[config.mk]
export PLATFORM = sky130hd
export DESIGN_NAME = ids_core
export DESIGN_NICKNAME = d
export VERILOG_FILES = /design/src/hw/ids_pkg.sv /design/src/hw/ids_core.sv
export SDC_FILE = /design/constraint.sdc
export NUM_CORES = 1
export LEC_CHECK = 0
export BUFFER_PORTS_ARGS = -buffer_cell sky130_fd_sc_hd__clkbuf_2
export CAP_MARGIN = 20
export CORE_ASPECT_RATIO = 1.2
export CORE_MARGIN = 2
export CORE_UTILIZATION = 45
export DETAILED_ROUTE_END_ITERATION = 16
export GPL_ROUTABILITY_DRIVEN = 0
export PLACE_DENSITY = 0.69
export SETUP_SLACK_MARGIN = 0.3
export SYNTH_ARGS = -nofsm -noshare
export SYNTH_HDL_FRONTEND = slang
export SYNTH_SLANG_ARGS = --single-unit
[constraint.sdc]
create_clock -name mclk -period 4.2 [get_ports mclk]
set_input_delay 0.42 -clock mclk [delete_from_list [all_inputs] [get_ports mclk]]
set_output_delay 0.42 -clock mclk [all_outputs]
set_load 0.01 [all_outputs]
[src/hw/ids_pkg.sv]
/*
 * Constants, encodings and carrier types for the increment, decrement,
 * skip, jump and inclusive-OR execution slice.
 * Assumes a 14-bit instruction word and an 8-bit data path.
 */
package ids_pkg;

    // ==========================================================
    // Widths and field positions
    // ==========================================================
    localparam int INSTR_W   = 14;
    localparam int DATA_W    = 8;
    localparam int PC_W      = 13;
    localparam int FADDR_W   = 7;
    localparam int JUMP_K_W  = 11;
    localparam int DEST_BIT  = 7;
    localparam int OPC_LSB   = 8;
    localparam int JOPC_LSB  = 11;
    localparam int PAGE_HI   = 4;
    localparam int PAGE_LO   = 3;

    // ==========================================================
    // Opcode encodings
    // ==========================================================
    localparam logic [5:0] OP_DECREMENT_SKIP_ZERO = 6'h0b;
    localparam logic [5:0] OP_INCREMENT_SKIP_ZERO = 6'h0f;
    localparam logic [5:0] OP_INCREMENT_FILE      = 6'h0a;
    localparam logic [5:0] OP_OR_ACC_WITH_FILE    = 6'h04;
    localparam logic [5:0] OP_OR_LITERAL_ACC      = 6'h38;
    localparam logic [2:0] OP_JUMP_ABSOLUTE       = 3'h5;
    localparam logic       DEST_ACC               = 1'b0;

    // ==========================================================
    // Reset values
    // ==========================================================
    localparam logic [7:0]  RST_ACC  = 8'h00;
    localparam logic        RST_ZERO = 1'b0;
    localparam logic [12:0] RST_PC   = 13'h0000;

    // ==========================================================
    // Types
    // ==========================================================
    typedef enum logic {IDS_EXEC, IDS_FLUSH} ids_phase_e;

    typedef struct packed {
        logic                  valid;
        logic [INSTR_W-1:0]    word;
    } ids_instr_s;

    typedef struct packed {
        logic                  we;
        logic [FADDR_W-1:0]    addr;
        logic [DATA_W-1:0]     data;
    } ids_fwr_s;

    typedef struct packed {
        ids_phase_e            phase;
        logic                  flush_inc;
        logic [DATA_W-1:0]     acc;
        logic                  zero;
        logic [PC_W-1:0]       pc;
        ids_fwr_s              fwr;
        logic                  nop_cycle;
        logic                  retired;
        logic                  unknown_op;
    } ids_state_s;

endpackage : ids_pkg

[src/hw/ids_core.sv]
/*
 * Execution slice: decrement/increment with skip on zero, plain
 * increment, absolute jump, inclusive OR with literal or file register.
 * Assumes file_rdata holds the file register addressed by instruction
 * bits 6:0 in the same cycle, and that writes on file_wr land by the
 * next cycle.
 */
// Contract
// RL1 - Decrement-and-skip subtracts one; result to acc if dest 0, else file
// RL2 - Zero decrement result replaces next instruction with a no-operation
// RL3 - Increment-and-skip adds one, routes by dest, skips next on zero
// RL4 - Plain increment adds one to file 0..127, routes by dest, updates zero
// RL5 - Jump puts operand in program counter 10:0, latch bits 4:3 in 12:11
// RL6 - Jump operand 0..2047, always two cycles, no status flag changes
// RL7 - OR-literal ORs acc with 8-bit literal into acc, updates zero
// RL8 - OR-with-file ORs acc and file, routes by dest, updates zero
// RL9 - Zero flag set on zero 8-bit result, cleared on nonzero result
`timescale 1ns/1ps
`default_nettype none

module ids_core
    import ids_pkg::*;
(
    input  wire logic               mclk,
    input  wire logic               resetn,
    input  wire ids_instr_s         instr,
    input  wire logic [DATA_W-1:0]  file_rdata,
    input  wire logic [DATA_W-1:0]  upper_jump_latch,
    output logic      [DATA_W-1:0]  acc,
    output logic                    zero_flag,
    output logic      [PC_W-1:0]    program_counter,
    output ids_fwr_s                file_wr,
    output logic                    nop_cycle,
    output logic                    retired,
    output logic                    unknown_op
);

    // ==========================================================
    // Decode
    // ==========================================================
    ids_state_s             r;
    ids_state_s             next_r;
    logic                   go;
    logic [5:0]             opc;
    logic                   dest;
    logic [FADDR_W-1:0]     fsel;
    logic [JUMP_K_W-1:0]    jump_k;
    logic [DATA_W-1:0]      lit;
    logic                   op_dec;
    logic                   op_inc;
    logic                   op_increment_file;
    logic                   op_iorf;
    logic                   op_iorl;
    logic                   op_jump;
    logic [DATA_W-1:0]      res;
    logic                   res_zero;

    assign go      = (r.phase == IDS_EXEC) && instr.valid;
    assign opc     = instr.word[INSTR_W-1:OPC_LSB];
    assign dest    = instr.word[DEST_BIT];
    assign fsel    = instr.word[FADDR_W-1:0];
    assign jump_k  = instr.word[JUMP_K_W-1:0];
    assign lit     = instr.word[DATA_W-1:0];
    assign op_dec  = (opc == OP_DECREMENT_SKIP_ZERO);
    assign op_inc  = (opc == OP_INCREMENT_SKIP_ZERO);
    assign op_increment_file = (opc == OP_INCREMENT_FILE);
    assign op_iorf = (opc == OP_OR_ACC_WITH_FILE);
    assign op_iorl = (opc == OP_OR_LITERAL_ACC);
    assign op_jump = (instr.word[INSTR_W-1:JOPC_LSB] == OP_JUMP_ABSOLUTE);

    // One result path shared by every data operation
    always_comb begin
        res = file_rdata;
        if (op_dec) begin
            res = file_rdata - 8'h01; // RL1
        end else if (op_inc || op_increment_file) begin
            res = file_rdata + 8'h01; // RL3 RL4
        end else if (op_iorf) begin
            res = r.acc | file_rdata; // RL8
        end else if (op_iorl) begin
            res = r.acc | lit; // RL7
        end
    end

    assign res_zero = (res == 8'h00); // RL9

    // ==========================================================
    // Next state
    // ==========================================================
    always_comb begin
        next_r            = r;
        next_r.fwr.we     = 1'b0;
        next_r.nop_cycle  = 1'b0;
        next_r.retired    = 1'b0;
        next_r.unknown_op = 1'b0;
        case (r.phase)
            IDS_EXEC: begin
                if (instr.valid) begin
                    next_r.retired = 1'b1;
                    next_r.pc      = r.pc + 13'h0001;
                    if (op_jump) begin
                        // Flags and data untouched; fetched word discarded
                        next_r.pc = {upper_jump_latch[PAGE_HI:PAGE_LO],
                                     jump_k}; // RL5
                        next_r.phase     = IDS_FLUSH; // RL6
                        next_r.flush_inc = 1'b0;
                    end else if (op_dec || op_inc || op_increment_file || op_iorf)
                    begin
                        if (dest == DEST_ACC) begin
                            next_r.acc = res; // RL1 RL3 RL4 RL8
                        end else begin
                            next_r.fwr.we   = 1'b1; // RL1 RL3 RL4 RL8
                            next_r.fwr.addr = fsel;
                            next_r.fwr.data = res;
                        end
                        if (op_increment_file || op_iorf) begin
                            next_r.zero = res_zero; // RL4 RL8 RL9
                        end
                        if ((op_dec || op_inc) && res_zero) begin
                            // Skipped word still consumes its address
                            next_r.phase     = IDS_FLUSH; // RL2 RL3
                            next_r.flush_inc = 1'b1;
                        end
                    end else if (op_iorl) begin
                        next_r.acc  = res; // RL7
                        next_r.zero = res_zero; // RL7 RL9
                    end else begin
                        next_r.unknown_op = 1'b1;
                    end
                end
            end
            IDS_FLUSH: begin
                // Word on instr is ignored here, valid or not
                next_r.nop_cycle = 1'b1; // RL2 RL3 RL6
                next_r.phase     = IDS_EXEC;
                if (r.flush_inc) begin
                    next_r.pc = r.pc + 13'h0001;
                end
            end
            default: begin
                next_r.phase = IDS_EXEC;
            end
        endcase
    end

    always_ff @(posedge mclk or negedge resetn) begin
        if (!resetn) begin
            r            <= '0;
            r.phase      <= IDS_EXEC;
            r.acc        <= RST_ACC;
            r.zero       <= RST_ZERO;
            r.pc         <= RST_PC;
        end else begin
            r <= next_r;
        end
    end

    assign acc             = r.acc;
    assign zero_flag       = r.zero;
    assign program_counter = r.pc;
    assign file_wr         = r.fwr;
    assign nop_cycle       = r.nop_cycle;
    assign retired         = r.retired;
    assign unknown_op      = r.unknown_op;
endmodule : ids_core

`default_nettype wire

; Word-level counts from Yosys, hierarchy flattened
; Cells that the tools add are included.
[totals]
word_cells = 70
in_bits = 33
regBits = 43
output_inout_bits = 41
[classes]
n_reduce_logical = 15
add_sub_neg = 3
bitwise = 4
eq_ne = 10
muxes = 27
[ops]
columns = op, count
row1 = $mux 16, 4
row2 = $mux 40, 1
row3 = $mux 8, 5
row4 = $mux 9, 3
row5 = $mux 13, 2
row6 = $pmux 13 s2, 1
row7 = $eq 6x4->1 const B, 3
row8 = $or 8x8->8, 2
row9 = $reduce_and 5->1, 3
row10 = $add 13x1->13 const B, 1
row11 = $mux 2, 5
row12 = $add 8x1->8 const B, 1
row13 = $logic_not 8->1, 1
row14 = $sub 8x1->8 const B, 1
row15 = $eq 6x3->1 const B, 1
row16 = $eq 6x6->1 const B, 1
row17 = $ne 2x2->1 const B, 3
row18 = $reduce_bool 2->1, 3
row19 = $logic_or 1x1->1, 5
row20 = $mux 1, 5
row21 = $reduce_and 4->1, 1
row22 = $eq 3x3->1 const B, 1
row23 = $ne 2x1->1 const B, 1
row24 = $not 1->1, 2
row25 = other kinds (3), 3

; Logic depth before layout (Yosys ltp)
[depth]
depth_word = 12
ltp_mapped = 10
depth_no_buf = 9

; Worst setup path after synthesis
; OpenSTA, ideal clock, no wires.
[synth_path]
path_type = input to register
startpoint = in instr[13] (netlist name)
endpoint = reg r (netlist bit zero_flag)
n_path_buf = 1
path_stages = 8
arrival_ps = 2820
setup_slack_ps = 1288
setup_ps = 92
t_required_ps = 4108
cell_sequence = buf_2 > or4b_4 > o32a_1 > a211o_1 > o2111a_1 > or4b_1 > or3_1 > o31ai_2
[synth_between]
elab_chain_len = 8
elab_cells_between_ends = 23
cone_classes = 7 x eq/ne / 7 x mux / 1 x bitwise / 8 x reduce/logical
[synth_rtl]
columns = element, line
row1 = from (decl), ids_core.sv:26  ; input wire ids_instr_s instr,
row2 = $eq 6x6->1, ids_core.sv:68  ; assign op_iorl = (opc == OP_OR_LITERAL_ACC);
row3 = $mux 8, ids_core.sv:80  ; end else if (op_iorl) begin
row4 = $mux 8, ids_core.sv:78  ; end else if (op_iorf) begin
row5 = $mux 8, ids_core.sv:76  ; end else if (op_inc || op_increment_file) begin
row6 = $mux 8, ids_core.sv:74  ; if (op_dec) begin
row7 = $logic_not 8->1, ids_core.sv:85  ; assign res_zero = (res == 8'h00);
row8 = $mux 9 / $mux 1 (equally long branches), "ids_core.sv:124, ids_core.sv:116"
row9 = $mux 9, ids_core.sv:107  ; end else if (op_dec || op_inc || op_increment_file || op_iorf)
row10 = to (signal assigned), ids_core.sv:154  ; r <= next_r;
row11 = to (decl), ids_core.sv:41  ; ids_state_s r;
; Several ways; a longest one is shown, not always the timed one. The select of a mux whose other input is x is not followed.
; A chain may end at the register's enable or synchronous reset.

; Final worst setup path
[layout_path]
startpoint = in instr[10] (netlist name)
endpoint = reg r (netlist bit zero_flag)
; Same word-level chain as after synthesis.

==> impl_results.html <==
<table>
<tr><th>Metric</th><th>Value</th></tr>
<tr><th colspan="2">Final layout</th></tr>
<tr><td>Layout fillers</td><td>655</td></tr>
<tr><td>Diode insertion count for antenna repair</td><td>0</td></tr>
<tr><td>Final instance count without filler cells</td><td>between 400 and 500</td></tr>
<tr><td>Area overhead of the layout relative to synthesis</td><td>7.83%</td></tr>
<tr><td>Number of nets in the final layout</td><td>around 400</td></tr>
<tr><td>Proportion of layout cells with a drive suffix above 1</td><td>0.289</td></tr>
<tr><th colspan="2">Setup path</th></tr>
<tr><td>Number of cells traversed by the worst register-to-register path</td><td>7</td></tr>
<tr><td>Critical path startpoint category</td><td>input pin</td></tr>
<tr><td>Worst reg2reg setup slack</td><td>roughly 1.3 ns</td></tr>
<tr><td>Source of the worst register-to-register timing path</td><td>acc[5]$_DFFE_PN0P_</td></tr>
<tr><td>Crit path DAT</td><td>about 3.2 ns</td></tr>
<tr><td>Critical Path End Type</td><td>flip-flop</td></tr>
<tr><td>Worst reg2reg path endpoint</td><td>zero_flag$_DFFE_PN0P_</td></tr>
<tr><td>Crit path required time</td><td>approximately 4.4 ns</td></tr>
<tr><td>Crit Path Class</td><td>input pin to flip-flop</td></tr>
<tr><td>Max FO, Critical Path</td><td>12</td></tr>
<tr><th colspan="2">Yosys</th></tr>
<tr><td>Post-synthesis instance area</td><td>a little under 3000 µm²</td></tr>
<tr><td>Post-synthesis area per instance</td><td>slightly below 9 µm²</td></tr>
<tr><td>Top post-synthesis cells by area</td><td>dfrtp_1, buf_4, mux2_2</td></tr>
<tr><td>Top cell type by total area after synthesis</td><td>dfrtp_1</td></tr>
<tr><td>Post-synth EDFFs</td><td>0</td></tr>
<tr><td>Register area share after synthesis</td><td>0.364</td></tr>
<tr><td>Register bit total from synthesis</td><td>43</td></tr>
<tr><td>Most frequent cells after synthesis</td><td>dfrtp_1, buf_4, o21ai_0, nand2_1, nor2_1</td></tr>
<tr><td>Most common cell in the synthesized netlist</td><td>dfrtp_1</td></tr>
<tr><td>Count of different cell masters after synthesis</td><td>54</td></tr>
<tr><td>Fraction of post-synthesis cell area in the top cell type by area</td><td>0.364</td></tr>
<tr><td>Yosys Warn Count</td><td>0</td></tr>
<tr><td>Ys async rst share</td><td>1.00</td></tr>
<tr><td>Synthesized netlist cell count</td><td>about 340</td></tr>
<tr><td>Most used flip-flop cell after synthesis</td><td>dfrtp_1</td></tr>
<tr><td>Synthesized netlist net count</td><td>374</td></tr>
<tr><th colspan="2">STA</th></tr>
<tr><td>Final period demand of the worst path</td><td>between 2 and 3 ns</td></tr>
<tr><td>Worst Hold Slack</td><td>between 0.01 and 0.015 ns</td></tr>
<tr><td>Max Freq</td><td>between 300 and 400 MHz</td></tr>
<tr><td>Number of max-slew violations in the final report</td><td>0</td></tr>
<tr><td>Worst-case headroom to the max-slew limit</td><td>0.447</td></tr>
<tr><td>Summed negative setup slack over all endpoints</td><td>0 ns</td></tr>
<tr><td>Final worst-path setup slack</td><td>~1.3 ns</td></tr>
<tr><td>Final period util</td><td>0.701</td></tr>
<tr><td>Final Setup Violations</td><td>0</td></tr>
<tr><td>Skew final</td><td>about 0.0057 ns</td></tr>
<tr><td>Setup repair after global routing missed its margin</td><td>no</td></tr>
<tr><td>Transition time at the pin with the least slew margin</td><td>0.826 ns</td></tr>
<tr><td>Final-report hold violation count</td><td>0</td></tr>
<tr><th colspan="2">Clocking</th></tr>
<tr><td>Post CTS Setup Buffer Count</td><td>0</td></tr>
<tr><td>Root buffer cell</td><td>clkbuf_8</td></tr>
<tr><td>Clk sink count</td><td>between 40 and 50</td></tr>
<tr><td>Resized Gates After CTS</td><td>0</td></tr>
<tr><td>Number of buffers inserted by hold repair at cts</td><td>0</td></tr>
<tr><td>Clock buffer depth</td><td>2</td></tr>
<tr><td>Clock buffer count from CTS</td><td>5</td></tr>
<tr><td># H-tree levels</td><td>2</td></tr>
<tr><td>Clock tree from TritonCTS</td><td>built</td></tr>
<tr><td>Clock slew at the register clock pins of the worst setup and hold paths</td><td>0.08 ns</td></tr>
<tr><td>Worst-Skew Late Latency</td><td>0.30 ns</td></tr>
<tr><th colspan="2">Drt</th></tr>
<tr><td>Detailed-routing wirelength on met1</td><td>3080 µm</td></tr>
<tr><td>Number of DRC violations after detailed routing</td><td>0</td></tr>
<tr><td>DR WL/cell</td><td>~16 µm</td></tr>
<tr><td>Overall routed net length</td><td>approximately 7300 µm</td></tr>
<tr><td>Amount of wire on met3 after detailed routing</td><td>between 300 and 400 µm</td></tr>
<tr><td>Uppermost routed layer</td><td>met4</td></tr>
<tr><td>Post-DRT Antenna Nets</td><td>0</td></tr>
<tr><td>Routed length on met2</td><td>~3700 µm</td></tr>
<tr><td>Vias per cell</td><td>about 5.8</td></tr>
<tr><td>Number of iterations in the first detailed-routing pass</td><td>4</td></tr>
<tr><td>Violation count after the first detailed-routing iteration</td><td>roughly 130</td></tr>
<tr><td>DR vias</td><td>approximately 2,600</td></tr>
<tr><th colspan="2">Status</th></tr>
<tr><td>Run status</td><td>complete, no violations</td></tr>
<tr><th colspan="2">Min path</th></tr>
<tr><td>Type of the worst min-delay path</td><td>input pin to async pin</td></tr>
<tr><th colspan="2">Global route</th></tr>
<tr><td>All-Layer GR Usage</td><td>0.202</td></tr>
<tr><td>Antenna violations before repair</td><td>0</td></tr>
<tr><td>Vias in the first global route</td><td>2,338</td></tr>
<tr><td>Largest net degree at the start of global routing</td><td>44</td></tr>
<tr><td>Grt total ovfl</td><td>0</td></tr>
<tr><td>Global-route wire length before repair</td><td>11,600 µm</td></tr>
<tr><th colspan="2">Die</th></tr>
<tr><td>Area of the die</td><td>a little over 7000 µm²</td></tr>
<tr><td>Ports placed on the boundary</td><td>between 70 and 80</td></tr>
<tr><td>FP Rows</td><td>32</td></tr>
<tr><td>Width of the die</td><td>between 70 and 80 µm</td></tr>
<tr><td>Die height</td><td>a little over 90 µm</td></tr>
<tr><td>Starting utilization of the core area</td><td>0.462</td></tr>
<tr><td>Area inside the core boundary</td><td>about 6400 µm²</td></tr>
<tr><th colspan="2">Place</th></tr>
<tr><td>Placed instance count</td><td>439</td></tr>
<tr><td>Post-detail-place hpwl</td><td>around 5400 µm</td></tr>
<tr><td>Worst slack after detailed placement</td><td>slightly below 1 ns</td></tr>
<tr><td>Count of buffers from port buffering</td><td>67</td></tr>
<tr><th colspan="2">Power and ir drop</th></tr>
<tr><td>VDD IR-drop max</td><td>approximately 130 µV</td></tr>
<tr><td>Total chip power</td><td>1.11 mW</td></tr>
<tr><td>Leakage component of the power</td><td>between 1 and 1.5 nW</td></tr>
<tr><td>Total power divided by cell area</td><td>349 nW/µm²</td></tr>
<tr><th colspan="2">Job</th></tr>
<tr><td>Number of max-cap violations</td><td>0</td></tr>
</table>
## kinds of logic after synthesis
logic type               Yosys count  share of synthesized area
AO/OA/AOI/OAI                     91                      0.201
XOR/XNOR                           2                    0.00593
adder cells (fa/ha/maj)            3                     0.0127
buffers and inverters             67                      0.136
flip-flops                        43                      0.364
multiplexers                      19                     0.0719
AND/OR/NAND/NOR                  113                      0.209
## power by group
| part | switching, mW | internal [mW] | total, mW |
|---|---|---|---|
| sequential | 0.0568 | 0.482 | 0.539 |
| clock | 0.141 | 0.150 | 0.291 |
| combinational | 0.156 | 0.127 | 0.283 |
## sequential cells by signal, indices dropped and copies added, names as in the netlist
signal           count
file_wr             16
program_counter     13
acc                  8
r                    2
nop_cycle            1
retired              1
unknown_op           1
zero_flag            1
## worst max-delay path by stage
stage | from | slack, ns | cells after the start | end
CTS | instr[10] | 1.29 | 8 | zero_flag$_DFFE_PN0P_
global route | instr[10] | 1.14 | 8 | zero_flag$_DFFE_PN0P_
floorplan | instr[13] | 1.29 | 8 | zero_flag$_DFFE_PN0P_
detailed placement | instr[10] | 0.99 | 8 | zero_flag$_DFFE_PN0P_
finish | instr[10] | 1.26 | 8 | zero_flag$_DFFE_PN0P_
global placement | instr[10] | 0.97 | 8 | zero_flag$_DFFE_PN0P_
## stage by stage
step / util / cell area [µm²]
2_1_floorplan: - / 2960
3_3_place_gp: 0.479 / 3070
3_5_place_dp: 0.479 / 3070
4_1_cts: 0.495 / 3170
5_1_grt: 0.498 / 3190
6_report: 0.498 / 3190
## worst max-delay path: stages
cell	delay [ns]
clkbuf_2	0.20
or3_1	0.45
nor2_1	0.46
a31oi_1	0.16
o2111a_1	0.30
or4b_1	0.56
or3_1	0.39
o31ai_2	0.21
## routing by layer
layer	track usage	up-vias
met5	0	-
met4	0.0848	0
met3	0.0292	16
met2	0.344	97
met1	0.254	1239
li1	-	1248
## layout make-up
type / count / area, µm² / share of cell area
Multi-Input combinational cell: 228 / 1480 / 0.464
Inverter: 13 / 48.8 / 0.0153
Clock buffer: 8 / 100 / 0.0314
Sequential cell: 43 / 1080 / 0.338
Tap cell: 85 / 106 / 0.0334
Timing Repair Buffer: 71 / 378 / 0.119
## cells in the final DEF, fill, tap and decap left out, types with 6 or more instances in the layout
master    count
a32oi_1       7
clkbuf_8      7
or3_1         8
dfrtp_1      43
and3_1        9
nor2_1       19
o21ai_0      34
a21oi_1      16
mux2_2       18
nor3_1       13
nand2_1      25
inv_1        13
clkbuf_2     67
nand3_1       6
Power figures use the tool's default switching activity.
